**src/rtl/instruction_timing_pkg.sv**
```systemverilog
package instruction_timing_pkg;

	// Widths of the cost arithmetic
	localparam int WORD_BITS = 24;
	localparam int CNT_W = 8;
	localparam int WAIT_W = 4;
	localparam int BUS_WAIT_W = 16;

	// Field positions in the bus wait control register, one nibble per space
	localparam int X_WAIT_LSB = 0;
	localparam int Y_WAIT_LSB = 4;
	localparam int P_WAIT_LSB = 8;
	localparam int IO_WAIT_LSB = 12;

	// Base costs, words and oscillator cycles
	localparam logic [CNT_W-1:0] BASE_WORDS = 8'h01;
	localparam logic [CNT_W-1:0] ALU_BASE_CYCLES = 8'h02;
	localparam logic [CNT_W-1:0] JUMP_BASE_CYCLES = 8'h04;
	localparam logic [CNT_W-1:0] PROG_MOVE_BASE_CYCLES = 8'h06;
	localparam logic [CNT_W-1:0] PERIPH_BASE_CYCLES = 8'h04;
	localparam logic [CNT_W-1:0] BIT_BASE_CYCLES = 8'h04;
	localparam logic [CNT_W-1:0] WAIT_OP_WORDS = 8'h01;
	localparam logic [CNT_W-1:0] WAIT_OP_MIN_CYCLES = 8'h10;

	// Instruction classes
	typedef enum logic [6:0]
	{
		CLS_ALU = 7'h01,
		CLS_CTRL_MOVE = 7'h02,
		CLS_PROG_MOVE = 7'h04,
		CLS_PERIPH_MOVE = 7'h08,
		CLS_BIT = 7'h10,
		CLS_JUMP = 7'h20,
		CLS_WAIT = 7'h40
	} instr_class_type;

	// Parallel move kinds
	typedef enum logic [1:0]
	{
		MV_NONE = 2'h0,
		MV_REG = 2'h1,
		MV_ONE_MEM = 2'h2,
		MV_DUAL_XY = 2'h3
	} move_kind_type;

	// Sequencer states
	typedef enum logic [1:0]
	{
		ST_IDLE = 2'b01,
		ST_BUSY = 2'b10
	} seq_state_type;

endpackage : instruction_timing_pkg

```
**src/rtl/wait_state_adder.sv**
```systemverilog
// Adds the wait states for one memory access when it leaves the chip
module wait_state_adder #(
	parameter int CNT_W = 8,
	parameter int WAIT_W = 4
) (
	input wire logic access_en,
	input wire logic access_external,
	input wire logic [WAIT_W-1:0] wait_count,
	output logic [CNT_W-1:0] extra_cycles
);

	// Elaboration check: the counter must hold a full wait field with room to add
	if (CNT_W <= WAIT_W)
	begin : g_width_check
		$error("Counter narrower than wait field");
	end

	// Internal accesses never stall
	always_comb
	begin
		if (access_en && access_external)
			extra_cycles = CNT_W'(wait_count);
		else
			extra_cycles = '0;
	end

endmodule : wait_state_adder

```
**src/rtl/instruction_cycle_timing.sv**
```systemverilog
module instruction_cycle_timing #(
	parameter int CNT_W = instruction_timing_pkg::CNT_W
) (
	input wire logic CLK_SYS,
	input wire logic RST_N,
	input wire logic START,
	input wire instruction_timing_pkg::instr_class_type INSTR_CLASS,
	input wire logic IS_MAC_ROUND,
	input wire instruction_timing_pkg::move_kind_type MOVE_KIND,
	input wire logic OPERAND_FIELDS_PRESENT,
	input wire logic [2:0] EA_EXTRA_WORDS,
	input wire logic [2:0] EA_EXTRA_CYCLES,
	input wire logic [2:0] EA_EXTRA_CYCLES_B,
	input wire logic [2:0] CATEGORY_EXTRA,
	input wire logic X_ACCESS,
	input wire logic X_EXTERNAL,
	input wire logic Y_ACCESS,
	input wire logic Y_EXTERNAL,
	input wire logic P_ACCESS,
	input wire logic P_EXTERNAL,
	input wire logic IO_ACCESS,
	input wire logic IO_EXTERNAL,
	input wire logic PIPE_FLUSHED,
	input wire logic INTERNAL_IRQ_PENDING,
	input wire logic [15:0] BUS_WAIT_CONTROL,
	output logic [CNT_W-1:0] WORD_COUNT,
	output logic [CNT_W-1:0] CYCLE_COUNT,
	output logic ILLEGAL_ENCODING,
	output logic BUSY,
	output logic DONE
);

	// Elaboration check: narrower counts would wrap on the worst-case totals
	if (CNT_W < instruction_timing_pkg::CNT_W)
	begin : g_width_check
		$error("Count width too small for worst-case totals");
	end

	localparam int WW = instruction_timing_pkg::WAIT_W;

	logic [WW-1:0] x_wait_count;
	logic [WW-1:0] y_wait_count;
	logic [WW-1:0] p_wait_count;
	logic [WW-1:0] io_wait_count;
	logic [CNT_W-1:0] x_space_extra;
	logic [CNT_W-1:0] y_space_extra;
	logic [CNT_W-1:0] p_space_extra;
	logic [CNT_W-1:0] io_space_extra;
	logic [CNT_W-1:0] program_access_extra;
	logic [CNT_W-1:0] addressing_extra;
	logic [CNT_W-1:0] parallel_move_extra_words;
	logic [CNT_W-1:0] parallel_move_extra;
	logic [CNT_W-1:0] jump_extra;
	logic [CNT_W-1:0] words_d;
	logic [CNT_W-1:0] cycles_d;
	logic illegal_d;
	logic [CNT_W-1:0] remain_q;
	instruction_timing_pkg::seq_state_type state_q;

	// Wait fields of the bus wait control register, one per memory space
	assign x_wait_count = BUS_WAIT_CONTROL[instruction_timing_pkg::X_WAIT_LSB +: WW];
	assign y_wait_count = BUS_WAIT_CONTROL[instruction_timing_pkg::Y_WAIT_LSB +: WW];
	assign p_wait_count = BUS_WAIT_CONTROL[instruction_timing_pkg::P_WAIT_LSB +: WW];
	assign io_wait_count = BUS_WAIT_CONTROL[instruction_timing_pkg::IO_WAIT_LSB +: WW];

	// One adder per space; internal accesses contribute nothing
	wait_state_adder #(.CNT_W(CNT_W), .WAIT_W(WW)) x_adder (
		.access_en(X_ACCESS),
		.access_external(X_EXTERNAL),
		.wait_count(x_wait_count),
		.extra_cycles(x_space_extra)
	);
	wait_state_adder #(.CNT_W(CNT_W), .WAIT_W(WW)) y_adder (
		.access_en(Y_ACCESS),
		.access_external(Y_EXTERNAL),
		.wait_count(y_wait_count),
		.extra_cycles(y_space_extra)
	);
	wait_state_adder #(.CNT_W(CNT_W), .WAIT_W(WW)) p_adder (
		.access_en(P_ACCESS),
		.access_external(P_EXTERNAL),
		.wait_count(p_wait_count),
		.extra_cycles(p_space_extra)
	);
	wait_state_adder #(.CNT_W(CNT_W), .WAIT_W(WW)) io_adder (
		.access_en(IO_ACCESS),
		.access_external(IO_EXTERNAL),
		.wait_count(io_wait_count),
		.extra_cycles(io_space_extra)
	);

	// Program fetch waits only count when the pipe was flushed
	assign program_access_extra = PIPE_FLUSHED ? p_space_extra : '0;

	// Addressing extra; dual moves run both banks in parallel, so take the max
	always_comb
	begin
		if (MOVE_KIND == instruction_timing_pkg::MV_DUAL_XY && EA_EXTRA_CYCLES_B > EA_EXTRA_CYCLES)
			addressing_extra = CNT_W'(EA_EXTRA_CYCLES_B);
		else
			addressing_extra = CNT_W'(EA_EXTRA_CYCLES);
	end

	// Parallel move words and cycles by kind
	always_comb
	begin
		unique case (MOVE_KIND)
			instruction_timing_pkg::MV_NONE,
			instruction_timing_pkg::MV_REG:
			begin
				parallel_move_extra_words = '0;
				parallel_move_extra = '0;
			end
			instruction_timing_pkg::MV_ONE_MEM:
			begin
				parallel_move_extra_words = CNT_W'(EA_EXTRA_WORDS);
				parallel_move_extra = addressing_extra + x_space_extra + y_space_extra;
			end
			instruction_timing_pkg::MV_DUAL_XY:
			begin
				parallel_move_extra_words = '0;
				parallel_move_extra = addressing_extra + x_space_extra + y_space_extra;
			end
		endcase
	end

	// Jump extra: addressing plus two refill fetches
	assign jump_extra = addressing_extra + (program_access_extra << 1);

	// Totals per class: base plus every applicable extra term
	always_comb
	begin
		words_d = instruction_timing_pkg::BASE_WORDS;
		cycles_d = instruction_timing_pkg::ALU_BASE_CYCLES;
		illegal_d = 1'b0;
		unique case (INSTR_CLASS)
			instruction_timing_pkg::CLS_ALU:
			begin
				// Multiply-accumulate-round shares this cost form
				words_d = instruction_timing_pkg::BASE_WORDS + parallel_move_extra_words;
				cycles_d = instruction_timing_pkg::ALU_BASE_CYCLES + parallel_move_extra;
			end
			instruction_timing_pkg::CLS_CTRL_MOVE:
			begin
				words_d = instruction_timing_pkg::BASE_WORDS + CNT_W'(EA_EXTRA_WORDS);
				cycles_d = instruction_timing_pkg::ALU_BASE_CYCLES + CNT_W'(CATEGORY_EXTRA);
			end
			instruction_timing_pkg::CLS_PROG_MOVE:
			begin
				words_d = instruction_timing_pkg::BASE_WORDS + CNT_W'(EA_EXTRA_WORDS);
				cycles_d = instruction_timing_pkg::PROG_MOVE_BASE_CYCLES + addressing_extra
					+ p_space_extra;
			end
			instruction_timing_pkg::CLS_PERIPH_MOVE:
			begin
				words_d = instruction_timing_pkg::BASE_WORDS + CNT_W'(EA_EXTRA_WORDS);
				cycles_d = instruction_timing_pkg::PERIPH_BASE_CYCLES + CNT_W'(CATEGORY_EXTRA)
					+ io_space_extra;
			end
			instruction_timing_pkg::CLS_BIT:
			begin
				words_d = instruction_timing_pkg::BASE_WORDS + CNT_W'(EA_EXTRA_WORDS);
				cycles_d = instruction_timing_pkg::BIT_BASE_CYCLES + CNT_W'(CATEGORY_EXTRA);
			end
			instruction_timing_pkg::CLS_JUMP:
			begin
				words_d = instruction_timing_pkg::BASE_WORDS + CNT_W'(EA_EXTRA_WORDS);
				cycles_d = instruction_timing_pkg::JUMP_BASE_CYCLES + jump_extra;
			end
			instruction_timing_pkg::CLS_WAIT:
			begin
				// Fixed one word; operand bits present means a bad encoding
				words_d = instruction_timing_pkg::WAIT_OP_WORDS;
				illegal_d = OPERAND_FIELDS_PRESENT;
				if (INTERNAL_IRQ_PENDING)
					cycles_d = instruction_timing_pkg::WAIT_OP_MIN_CYCLES;
				else
					cycles_d = instruction_timing_pkg::ALU_BASE_CYCLES;
			end
			default:
			begin
				illegal_d = 1'b1;
			end
		endcase
		if (IS_MAC_ROUND && INSTR_CLASS != instruction_timing_pkg::CLS_ALU)
			illegal_d = 1'b1;
	end

	// Latch results on start; counts are in words and oscillator cycles
	always_ff @(posedge CLK_SYS or negedge RST_N)
	begin
		if (!RST_N)
		begin
			WORD_COUNT <= '0;
			CYCLE_COUNT <= '0;
			ILLEGAL_ENCODING <= 1'b0;
		end
		else if (START && state_q == instruction_timing_pkg::ST_IDLE)
		begin
			WORD_COUNT <= words_d;
			CYCLE_COUNT <= cycles_d;
			ILLEGAL_ENCODING <= illegal_d;
		end
	end

	// Sequencer: BUSY holds for the computed number of oscillator cycles
	always_ff @(posedge CLK_SYS or negedge RST_N)
	begin
		if (!RST_N)
		begin
			state_q <= instruction_timing_pkg::ST_IDLE;
			remain_q <= '0;
			BUSY <= 1'b0;
			DONE <= 1'b0;
		end
		else
		begin
			DONE <= 1'b0;
			unique case (state_q)
				instruction_timing_pkg::ST_IDLE:
				begin
					if (START)
					begin
						state_q <= instruction_timing_pkg::ST_BUSY;
						remain_q <= cycles_d; // Full count keeps BUSY up N cycles
						BUSY <= 1'b1;
					end
				end
				instruction_timing_pkg::ST_BUSY:
				begin
					if (remain_q <= 1)
					begin
						state_q <= instruction_timing_pkg::ST_IDLE;
						BUSY <= 1'b0;
						DONE <= 1'b1;
					end
					else
						remain_q <= remain_q - 1'b1;
				end
				default:
				begin
					state_q <= instruction_timing_pkg::ST_IDLE;
					BUSY <= 1'b0;
				end
			endcase
		end
	end

endmodule : instruction_cycle_timing

```
**config.mk**
```make
export PLATFORM = sky130hd
export DESIGN_NAME = instruction_cycle_timing
export DESIGN_NICKNAME = d
export VERILOG_FILES = /design/src/rtl/instruction_timing_pkg.sv /design/src/rtl/wait_state_adder.sv /design/src/rtl/instruction_cycle_timing.sv
export SDC_FILE = /design/constraint.sdc
export NUM_CORES = 1
export LEC_CHECK = 0
export BUFFER_PORTS_ARGS = -buffer_cell sky130_fd_sc_hd__buf_2
export CAP_MARGIN = 15
export CELL_PAD_IN_SITES_DETAIL_PLACEMENT = 1
export CELL_PAD_IN_SITES_GLOBAL_PLACEMENT = 1
export CORE_MARGIN = 2
export CORE_UTILIZATION = 39
export DETAILED_ROUTE_END_ITERATION = 10
export PLACE_DENSITY_LB_ADDON = 0.1
export SLEW_MARGIN = 25
export SYNTH_ARGS = -nofsm -noshare
export SYNTH_HDL_FRONTEND = slang
export SYNTH_SLANG_ARGS = --single-unit
```
**constraint.sdc**
```tcl
create_clock -name CLK_SYS -period 2.8 [get_ports CLK_SYS]
set_input_delay 0.14 -clock CLK_SYS [delete_from_list [all_inputs] [get_ports CLK_SYS]]
set_output_delay 0.14 -clock CLK_SYS [all_outputs]
set_load 0.02 [all_outputs]
```
# Word-level counts from Yosys, hierarchy flattened
# Index checks and enable logic that the tools add are counted.
# word_totals
ff_bits,29
wordCells,78
in_bits,52
out_inout_bits,19
# op_classes
n_mux,24
order_cmp,2
add_sub_neg,13
eq_ne,16
n_reduce_logical,16
# op_table
op,n
$pmux 8 s2,4
$pmux 8 s7,1
$add 8x8->8,3
$mux 4,4
$mux 8,2
$add 1x8->8 const A,1
$add 2x8->8 const A,1
$add 3x3->4 const A,2
$add 3x8->8,1
$add 3x8->8 const A,1
$add 4x8->8,1
$le 8x1->1 const B,1
$sub 8x1->8 const B,1
$eq 7x1->1 const B,1
$eq 7x2->1 const B,1
$eq 7x3->1 const B,1
$eq 7x4->1 const B,1
$eq 7x5->1 const B,1
$eq 7x6->1 const B,1
$eq 7x7->1 const B,1
$logic_and 1x1->1,7
$mux 7,1
$ne 7x1->1 const B,1
$eq 2x2->1 const B,3
19 further kinds,29

# Longest topological paths before layout
# Gate-level depths: netlist (run 1).
# depth
word_depth,10
mapped_depth,20
mapped_depth_nobuf,20

# By module
# Synthesis (run 1) repeated with hierarchy kept, for this count alone.
# hier_totals
cells_unflattened,394
hier_area_um2,3160.5
# by_module_without_submodules
mod,seq_area_each_um2,n_inst,area_per_inst_um2,cells_per_inst
instruction_cycle_timing,601.8,1,2925.3,358
wait_state_adder,0.0,4,58.8,9

# Worst setup path before layout (run 1)
# OpenSTA, ideal clock, no wires.
# synth_path
kind,input to register
startpoint,in EA_EXTRA_CYCLES[1]
endpoint,reg remain_q[5]
setup_time_ns,0.119
setup_slack_ns,-0.690
path_buffers,0
t_required_ns,2.681
path_stages,19
arrival_ns,3.371
cell_sequence,inv_1 > ha_1 > nor2b_1 > o21ai_0 > a21oi_1 > nor2_1 > a21o_1 > fa_1 > ha_1 > inv_1 > fa_1 > nor2_1 > ha_1 > nor2_1 > nor2_1 > a31o_2 > a21oi_1 > o21a_1 > nor2_1
# synth_via
elab_chain_len,10
elab_cells_between_ends,14
classes_between,7 x add/sub; 1 x order compare; 5 x mux; 1 x reduce/logical
# synth_rtl
item,line_no,source
from (decl),instruction_cycle_timing.sv:12,"input wire logic [2:0] EA_EXTRA_CYCLES,"
$gt 3x3->1,instruction_cycle_timing.sv:98,if (MOVE_KIND == instruction_timing_pkg::MV_DUAL_XY && EA_EXTRA_CYCLES_B > EA_EXTRA_CYCLES)
$logic_and 1x1->1,instruction_cycle_timing.sv:98,
$mux 3 (*),instruction_cycle_timing.sv:98,
$add 8x8->8 (2 in series),"instruction_cycle_timing.sv:117, instruction_cycle_timing.sv:122",
$pmux 8 s2,instruction_cycle_timing.sv:107,unique case (MOVE_KIND)
$add 2x8->8,instruction_cycle_timing.sv:141,cycles_d = instruction_timing_pkg::ALU_BASE_CYCLES + parallel_move_extra;
$pmux 8 s7 (*),instruction_cycle_timing.sv:136,unique case (INSTR_CLASS)
$mux 8 (*),instruction_cycle_timing.sv:222,if (START)
$pmux 8 s2 (*),instruction_cycle_timing.sv:219,unique case (state_q)
to (signal assigned),instruction_cycle_timing.sv:225,remain_q <= cycles_d;
to (signal assigned),instruction_cycle_timing.sv:238,remain_q <= remain_q - 1'b1;
to (decl),instruction_cycle_timing.sv:57,logic [CNT_W-1:0] remain_q;
# Every way passes the cells marked *; elsewhere a longest branch is shown, timed or not. The select of a mux whose other input is x is not followed.
# A chain may end at the register's enable or synchronous reset.

# Final worst setup path (run 1)
# layout_path
startpoint,in EA_EXTRA_CYCLES[1]
endpoint,reg CYCLE_COUNT[5]
# layout_via
elab_chain_len,8
elab_cells_between_ends,12
classes_between,7 x add/sub; 1 x order compare; 3 x mux; 1 x reduce/logical
# layout_rtl
item,line_no,source
$gt 3x3->1,instruction_cycle_timing.sv:98,
$logic_and 1x1->1,instruction_cycle_timing.sv:98,
$mux 3 (*),instruction_cycle_timing.sv:98,
$add 8x8->8 (2 in series),"instruction_cycle_timing.sv:117, instruction_cycle_timing.sv:122",
$pmux 8 s2,instruction_cycle_timing.sv:107,
$add 2x8->8,instruction_cycle_timing.sv:141,
$pmux 8 s7 (*),instruction_cycle_timing.sv:136,
to (signal assigned),instruction_cycle_timing.sv:201,CYCLE_COUNT <= cycles_d;
to (decl),instruction_cycle_timing.sv:27,"output logic [CNT_W-1:0] CYCLE_COUNT,"
# Every way passes the cells marked *; elsewhere a longest branch is shown, timed or not.

==> flow_summary.json, run 1 <==
{
  "core_um2": 6280,
  "ys_async_sr_fraction_pct": 100,
  "synthFlopType": "dfrtp_1",
  "synth-seq-cells": 23,
  "drv_cap": 0,
  "grt_pass1_wl_um": 12400,
  "clockRootBuffer": "clkbuf_8",
  "via_count": 2528,
  "grt_util_all_layers_pct": 21.4,
  "initial_core_util_pct": 39.9,
  "start_kind": "primary input",
  "ys_warn_count": 0,
  "synth_top_area_share_pct": 22.0,
  "postRouteWirelength_um": 7560,
  "violations": "negative setup slack",
  "fin_crit_sh_pct": 116,
  "clkTransAtPathRegs_ps": 80,
  "n_antenna_cell": 0,
  "detailed_place_hpwl_um": 5930,
  "slowest_delay_ps": 530,
  "ant_nets": 0,
  "power_density_nw_per_um2": 487,
  "firstDrtPassIters": 4,
  "layout_setup_ws_ps": -439,
  "die-area_um2": 7080,
  "cts_tree": "yes",
  "drc": 0,
  "power.switching_uw": 743,
  "crit_type": "in2reg",
  "vias_per_cell": 5.32,
  "final_hold_viol_count": 0,
  "crit_required_ps": 2960,
  "stdcell_count": 475,
  "drtIter0Drc": 62,
  "synth-seq-area-share_pct": 23.0,
  "slew_headroom_pct": 63.4,
  "h-tree-depth": 1,
  "pwr-share-seq_pct": 32.4,
  "yosysTopAreaCell": "dfrtp_1",
  "rsz0062_at_grt": "true",
  "fmax_ghz": 0.309,
  "ir_drop_mv": 0.370,
  "finalPower_mw": 1.67,
  "p_sw_share_pct": 44.5,
  "finalSetupTns_ps": -2790,
  "drt-wirelength-per-cell_um": 15.9,
  "pwr-share-comb_pct": 55.1,
  "crit_chain": "buf_12 > inv_12 > ha_4 > nor2b_4 > o21ai_2 > a21oi_4 > buf_6 > a21o_1 > fa_1 > ha_2 > inv_2 > fa_2 > nor2_2 > ha_4 > nor3b_2 > o21ai_1 > o21ai_1 > a21oi_2 > o21a_1 > nor2_1",
  "num_rows": 29,
  "worst_slew_pin_slew_ps": 544,
  "reg2reg_slack_ps": 640,
  "io_buffers": 65,
  "drive_gt1_share_pct": 37.2,
  "place_congestion": 0.847,
  "clock-sinks": 23,
  "p_leak_nw": 1.67,
  "syn_avg_cell_area_um2": 8.16,
  "dp.cells": 464,
  "cp_slowest_cell": "fa_2",
  "die_x_um": 84.1,
  "p_clk_share_pct": 12.5,
  "grt_pass1_vias": 2669,
  "cp_data_arrival_time_ps": 3400,
  "crit_fanout": 5,
  "grt_max_degree": 24,
  "status": "complete, but fails checks",
  "cts_inserted_buffers": 3,
  "pin_count": 71,
  "min_period_ps": 3240,
  "area_growth_syn_to_layout_pct": 36.9,
  "setup_viol": 8,
  "p_int_uw": 925,
  "endpoint_kind": "register",
  "synthesis.area_um2": 2500,
  "synthCells": 307,
  "clk_latency_ps": 270,
  "antenna_found_initial": 0,
  "drv_slew": 0,
  "synth_edf_count": 0,
  "synth_cell_type_count": 56,
  "die_y_um": 84.1,
  "cts_max_path_buffers": 2,
  "overflow": 0,
  "skew_ps": 4.26,
  "hold_path_class": "in2reg",
  "netlist_top_cells_area": "dfrtp_1 (22%), ha_1 (13%), fa_1 (5.6%)",
  "num-nets-final": 485
}
-- routing by layer --
layer / up-vias / wire length, µm / GRT usage [%]
met4: 0 / 178 / 7.33
met1: 1198 / 3270 / 25.0
met3: 11 / 207 / 1.48
met5: - / 0 / 0
met2: 50 / 3910 / 40.8
li1: 1269 / - / -
-- path summary, 6_finish.rpt --
check / startpoint / endpoint / depth (start not counted)
worst max-delay path: EA_EXTRA_CYCLES[1] / CYCLE_COUNT[5] / 20
worst min-delay path: EA_EXTRA_WORDS[2] / WORD_COUNT[3] / 3
worst max register to register: remain_q[0] / remain_q[3] / 8
worst min register to register: CYCLE_COUNT[0] / CYCLE_COUNT[0] / 2
max in group asynchronous: RST_N / state_q[0] / 2
min in group asynchronous: RST_N / BUSY / 2
-- cells in the final DEF (no fill, tap or decap), types with 3 or more instances in the layout --
cell,count
inv_1,24
ha_1,19
conb_1,5
xnor2_1,4
fa_1,5
buf_4,26
and2_1,4
nor2_1,33
xor2_1,6
o31ai_1,4
a21o_1,7
a21oi_2,3
nor3_1,12
buf_2,63
nand2_1,15
nor4_1,4
o21ai_0,6
and3_1,13
inv_2,3
clkbuf_8,3
nor2_2,3
nor2b_1,5
ha_2,3
a21oi_1,11
ha_4,5
buf_6,5
nand4_1,4
nand3_1,9
dfrtp_1,22
nand2b_1,9
-- power by group through the flow --
stage                     sequential [mW]  clock, mW  combinational, mW
final                               0.541      0.209              0.918
after detailed placement            0.544          0              0.836
after global routing                0.559      0.229               1.02
after CTS                           0.540      0.216              0.876
after floorplan                     0.591          0              0.490
after global placement              0.538          0              0.818
-- cell families after synthesis --
kind of cell    count (synthesis)  synth area share (%)
xor+xnor                       12                  4.20
buf+inv                        41                  7.05
compound gates                 66                  18.6
fa+ha+maj                      34                  19.1
flops                          23                  23.0
other cells                     1                 0.150
mux                             2                 0.899
simple gates                  128                  26.9
-- registers in the layout, indices dropped and copies added, names as in the netlist --
name	cells
remain_q	8
CYCLE_COUNT	7
WORD_COUNT	4
BUSY	1
DONE	1
ILLEGAL_ENCODING	1
state_q	1
-- through the flow --
step	area, µm²	utilization [%]	setup WS (ps)	hold WS [ps]
2_1_floorplan	2580	-	-433	-156
4_1_cts	3320	52.9	-478	148
3_3_place_gp	3120	49.6	-768	139
3_5_place_dp	3120	49.6	-976	143
5_1_grt	3430	54.6	-599	165
6_report	3430	54.6	-439	154
-- synth_stat cells (6+ instances only) --
master / n
dfrtp_1: 22
and3_1: 13
a21oi_1: 15
inv_1: 27
nand2b_1: 9
nor3_1: 12
o21ai_0: 9
nand3_1: 11
a21o_1: 7
nor2b_1: 6
xor2_1: 7
ha_1: 27
fa_1: 7
nor2_1: 36
nand2_1: 15
-- cell type report --
type | instances | area [µm²]
Clock buffer | 4 | 45.0
Fill cell | 768 | 2850
Inverter | 28 | 118
Multi-Input combinational cell | 247 | 1990
Sequential cell | 23 | 577
Tap cell | 77 | 96.3
Timing Repair Buffer | 96 | 597
-- what timing repair did --
action,4_1_cts,5_1_grt
hold buffers,1,0
buffers inserted,5,1
hold endpoints to repair,22,0
resized for setup,25,17
setup endpoints to repair,10,10
pin swaps,15,14
-- critical path: cells and delay by family --
family                     cells  cell delay [ps]
AOI/OAI and AO/OA              7              960
buffers and inverters          4              320
adders and majority gates      5             1590
and+or+nand+nor                4              370
No activity file was read; power rests on OpenSTA's default activity.
==> run 2, diff against run 1 <==
Settings changed: CORE_UTILIZATION 39 to 41, SYNTH_HIERARCHICAL set to 1.
==> flow_summary.json, run 2 <==
{
  "synthFlopType": "dfrtp_1",
  "pin_count": 71,
  "grt_pass1_vias": 3436,
  "via_count": 3238,
  "skew_ps": 3.67,
  "top_regs": "CYCLE_COUNT: 8 flops, remain_q: 8 flops, WORD_COUNT: 4 flops",
  "drt-wirelength-per-cell_um": 17.7,
  "grt_max_degree": 25,
  "drive_gt1_share_pct": 35.9,
  "die_y_um": 91.8,
  "r2r_end": "remain_q[6]",
  "path_delay_family": "adder cells",
  "synth-seq-cells": 24,
  "initial_core_util_pct": 41.5,
  "min_from": "EA_EXTRA_WORDS[0]",
  "multi_input_comb_area_um2": 2560,
  "core_um2": 7610,
  "firstDrtPassIters": 4,
  "status": "complete, but fails checks",
  "fin_crit_sh_pct": 121,
  "die_x_um": 91.8,
  "crit_buf_inv": 6,
  "min_to": "WORD_COUNT[0]",
  "vias_per_cell": 5.37,
  "grtUsageMet1_pct": 30.1,
  "detailed_place_hpwl_um": 8090,
  "violations": "negative setup slack",
  "area_growth_syn_to_layout_pct": 34.0,
  "ys_async_sr_fraction_pct": 100,
  "crit_chain": "buf_8 > inv_12 > ha_4 > nor2b_4 > o21ai_4 > a21oi_4 > buf_6 > buf_6 > a21oi_4 > fa_1 > inv_2 > ha_4 > inv_2 > fa_2 > nor2b_4 > ha_4 > and2_4 > nand3b_1 > xor2_1 > o221ai_2 > o221a_2",
  "ys_warn_count": 6,
  "min_period_ps": 3390,
  "met3_usage_pct": 1.56,
  "synth_cell_type_count": 66,
  "clk_latency_ps": 270,
  "num-nets-final": 594,
  "finalPower_mw": 2.11,
  "crit_type": "in2reg",
  "h-tree-depth": 1,
  "cts_inserted_buffers": 3,
  "fmax_ghz": 0.295,
  "crit_fanout": 3,
  "slew_headroom_pct": 56.7,
  "synth-seq-area-share_pct": 19.0,
  "seq_area_um2": 602,
  "drc": 0,
  "cts_max_path_buffers": 2,
  "grt_pass1_wl_um": 16700,
  "n_fill_cell": 943,
  "antenna_found_initial": 0,
  "yosysTopAreaCell": "dfrtp_1",
  "layout_common_cells": "buf_2 (64), buf_4 (44), ha_1 (29), inv_1 (26), nand2_1 (26)",
  "drtIter0Drc": 115,
  "netlist_top_cells_area": "dfrtp_1 (18%), ha_1 (13%), buf_4 (4.8%)",
  "ir_drop_mv": 0.205,
  "worst_slew_pin_slew_ps": 648,
  "overflow": 0,
  "grt_util_all_layers_pct": 24.6,
  "cts_tree": "yes",
  "synth_top_area_share_pct": 18.2,
  "reg2reg_slack_ps": 440,
  "hold_depth": 2,
  "gr-usage-met2_pct": 46.9,
  "die-area_um2": 8430,
  "drv_cap": 0,
  "top_usage_layer": "met2",
  "rsz0062_at_grt": "true",
  "reg2reg_depth": 9,
  "stdcell_count": 603,
  "syn_avg_cell_area_um2": 8.02,
  "slowest_delay_ps": 520,
  "endpoint_kind": "register",
  "clkTransAtPathRegs_ps": 90,
  "layout_commonest_cell": "buf_2",
  "path_common_cell": "ha_4",
  "num_rows": 32,
  "n_antenna_cell": 0,
  "synth_edf_count": 0,
  "ant_nets": 0,
  "synth_commonest_cells": "ha_1 (33), inv_1 (33), nand2_1 (28)",
  "power_density_nw_per_um2": 498,
  "synthesis.area_um2": 3160,
  "cp_data_arrival_time_ps": 3610,
  "p_leak_nw": 2.05,
  "hold_path_class": "in2reg",
  "io_buffers": 66,
  "place_congestion": 0.824,
  "cp_slowest_cell": "fa_1",
  "clock-sinks": 24,
  "crit_required_ps": 3020,
  "layout_setup_ws_ps": -595,
  "final_hold_viol_count": 0,
  "start_kind": "primary input",
  "drv_slew": 0,
  "synthCells": 394,
  "setup_viol": 10,
  "clockRootBuffer": "clkbuf_8",
  "postRouteWirelength_um": 10700,
  "reg2reg_from": "remain_q[0]",
  "dp.cells": 585
}
run 2: how the worst max path moves through the flow:
stage | startpoint | to | slack (ps) | cells past startpoint
after detailed placement | EA_EXTRA_CYCLES[1] | remain_q[5] | -1030 | 20
after floorplan | EA_EXTRA_CYCLES[1] | remain_q[2] | -540 | 19
after global placement | EA_EXTRA_CYCLES_B[2] | remain_q[5] | -900 | 19
after global routing | EA_EXTRA_CYCLES[1] | remain_q[5] | -760 | 20
after CTS | EA_EXTRA_CYCLES[1] | remain_q[2] | -500 | 20
final | EA_EXTRA_CYCLES[1] | remain_q[5] | -590 | 21
run 2: area by class of cell:
cell class,instances,share of cell area (%)
Inverter,34,3.31
Multi-Input combinational cell,324,60.5
Clock inverter,1,0.709
Clock buffer,3,0.975
Tap cell,102,3.01
Sequential cell,24,14.2
Timing Repair Buffer,115,17.3
run 2: kinds of logic (layout without fill, tap and decap cells):
logic type / count (synthesis) / after routing / share of synthesized area, %
buf+inv: 61 / 153 / 9.70
mux: 2 / 2 / 0.673
compound gates: 94 / 94 / 20.3
fa+ha+maj: 40 / 40 / 17.5
xor+xnor: 26 / 26 / 7.20
other cells: 5 / 20 / 0.594
flops: 24 / 24 / 19.0
simple gates: 142 / 142 / 25.0
run 2: per-layer routing:
metal | vias up | part of all wire [%]
met5 | - | 0
met4 | 0 | 2.4
met3 | 19 | 3.5
met1 | 1545 | 41
met2 | 94 | 53
li1 | 1580 | -
run 2: through the flow:
stage / setup TNS [ps] / utilization [%] / area (µm²) / hold slack, ps / setup slack, ps
floorplan: -4400 / - / 3300 / -156 / -535
global placement: -8440 / 50.4 / 3840 / 149 / -898
detailed placement: -9870 / 50.4 / 3840 / 156 / -1030
CTS: -4060 / 53.8 / 4090 / 79.4 / -498
global route: -6760 / 55.7 / 4230 / 94.2 / -762
finish: -5050 / 55.7 / 4230 / 87.8 / -595
run 2: power breakdown:
| part | switching [mW] | internal [mW] | leakage (nW) |
|---|---|---|---|
| Combinational | 0.699 | 0.513 | 1.72 |
| Sequential | 0.108 | 0.480 | 0.292 |
| Clock | 0.116 | 0.191 | 0.0357 |
run 2: what timing repair did:
item / 4_1_cts / 5_1_grt
resized for setup: 29 / 24
endpoints found under the hold margin: 23 / 0
buffers inserted: 8 / 6
hold buffers: 1 / 0
pin swaps: 14 / 19
setup endpoints to repair: 12 / 12
==> run 3, diff against run 2 <==
Settings changed: REMOVE_ABC_BUFFERS set to 1.
==> flow_summary.json, run 3 (synthesized netlist as in run 2, its figures left out) <==
{
  "clockRootBuffer": "clkbuf_8",
  "grt_pass1_vias": 3350,
  "drv_cap": 0,
  "rsz0062_at_grt": "true",
  "cts_tree": "yes",
  "postRouteWirelength_um": 9340,
  "path_common_cell": "ha_4",
  "dp.cells": 583,
  "cp_data_arrival_time_ps": 3520,
  "crit_required_ps": 3020,
  "drc": 0,
  "start_kind": "primary input",
  "via_count": 3177,
  "vias_per_cell": 5.33,
  "drtIter0Drc": 84,
  "die_y_um": 91.8,
  "fin_crit_sh_pct": 118,
  "cp_slowest_cell": "fa_2",
  "num-nets-final": 587,
  "drv_slew": 0,
  "grt_max_degree": 25,
  "cts_max_path_buffers": 2,
  "hold_path_class": "in2reg",
  "die-area_um2": 8430,
  "initial_core_util_pct": 41.5,
  "top_regs": "CYCLE_COUNT: 8 flops, remain_q: 8 flops, WORD_COUNT: 4 flops",
  "layout_commonest_cell": "buf_2",
  "worst_slew_pin_slew_ps": 644,
  "slowest_delay_ps": 450,
  "num_rows": 32,
  "layout_setup_ws_ps": -505,
  "fmax_ghz": 0.303,
  "endpoint_kind": "register",
  "layout_common_cells": "buf_2 (64), buf_4 (39), inv_1 (28), ha_1 (28), nand2_1 (27)",
  "clkTransAtPathRegs_ps": 90,
  "core_um2": 7610,
  "ir_drop_mv": 0.192,
  "antenna_found_initial": 0,
  "dp_slack_ps": -1240,
  "skew_ps": 12.4,
  "slew_headroom_pct": 57.0,
  "grt_pass1_wl_um": 15300,
  "drive_gt1_share_pct": 33.0,
  "clk_latency_ps": 270,
  "stdcell_count": 596,
  "place_congestion": 0.852,
  "cts_inserted_buffers": 3,
  "power_density_nw_per_um2": 471,
  "die_x_um": 91.8,
  "overflow": 0,
  "p_leak_nw": 1.98,
  "ant_nets": 0,
  "min_period_ps": 3300,
  "finalPower_mw": 1.92,
  "status": "complete, but fails checks",
  "n_antenna_cell": 0,
  "crit_chain": "buf_2 > inv_1 > ha_4 > nand3_2 > nand3_2 > a21oi_4 > mux2i_2 > inv_2 > fa_2 > ha_4 > inv_2 > fa_2 > nor2b_4 > ha_4 > and2_4 > nand3b_1 > xor2_1 > o221ai_2 > o221a_2",
  "h-tree-depth": 1,
  "area_growth_syn_to_layout_pct": 29.2,
  "final_hold_viol_count": 0,
  "clock-sinks": 24,
  "crit_fanout": 5,
  "firstDrtPassIters": 5,
  "pin_count": 71,
  "detailed_place_hpwl_um": 7680,
  "whs_ps": 94.5,
  "violations": "negative setup slack",
  "crit_type": "in2reg",
  "setup_viol": 10,
  "io_buffers": 66,
  "drt-wirelength-per-cell_um": 15.7,
  "grt_util_all_layers_pct": 22.0
}
==> run 3: cell types whose count changed in the layout (fill, tap and decap cells not counted), moves of 2 or more <==
cell	before	now
inv_1	26	28
nand2_2	2	0
inv_2	6	4
buf_4	44	39
nor2_2	3	1
nor2_1	22	25
==> run 3: metal layers <==
layer	wire length [µm]	part of all wire, %	vias to the layer above	GRT usage, %
li1	-	-	1574	-
met3	273	2.9	7	1.48
met2	4850	52	66	42.8
met4	81	0.87	0	3.36
met1	4130	44	1530	27.0
met5	0	0	-	0
==> run 3: layout make-up <==
| cell class | instances | area, µm² |
|---|---|---|
| Clock buffer | 4 | 45.0 |
| Timing Repair Buffer | 108 | 668 |
| Multi-Input combinational cell | 324 | 2510 |
| Fill cell | 940 | 3520 |
| Inverter | 34 | 130 |
| Tap cell | 102 | 128 |
| Sequential cell | 24 | 602 |
==> run 3: stage by stage <==
| step | utilization [%] | setup TNS [ps] | instance area, µm² |
|---|---|---|---|
| final | 53.7 | -4040 | 4080 |
| after global routing | 53.7 | -5910 | 4080 |
| after CTS | 52.5 | -4190 | 3990 |
| after detailed placement | 49.2 | -12020 | 3740 |
| after global placement | 49.2 | -10300 | 3740 |
| after floorplan | - | -6240 | 3040 |
==> run 3: path summary, 6_finish.rpt <==
check | from | end | slack, ps | cells after the start
max | EA_EXTRA_CYCLES_B[0] | remain_q[5] | -500 | 19
min | EA_EXTRA_WORDS[0] | WORD_COUNT[0] | 90 | 2
max reg2reg | remain_q[0] | remain_q[6] | 580 | 9
min reg2reg | CYCLE_COUNT[5] | CYCLE_COUNT[5] | 490 | 1
max in group asynchronous | RST_N | state_q[0] | 2040 | 2
min in group asynchronous | RST_N | remain_q[2] | 380 | 2
==> run 3: what timing repair did <==
item	CTS	global route
resized for setup	37	18
hold endpoints to repair	23	0
hold buffers	1	0
setup endpoints to repair	12	12
setup buffers	7	1
pin swaps	16	18
==> run 3: where the power goes <==
group	switching [mW]	internal [mW]	leakage (nW)
Combinational	0.640	0.490	1.67
Sequential	0.102	0.480	0.292
Clock	0.111	0.102	0.0228
==> run 3: worst max-delay path, delay by kind of cell <==
family / cells / cell delay (ps)
adders and majority gates: 5 / 1360
buffers and inverters: 4 / 330
muxes: 1 / 280
AOI/OAI and AO/OA: 3 / 680
and+or+nand+nor: 5 / 550
xor gates and xnor gates: 1 / 170
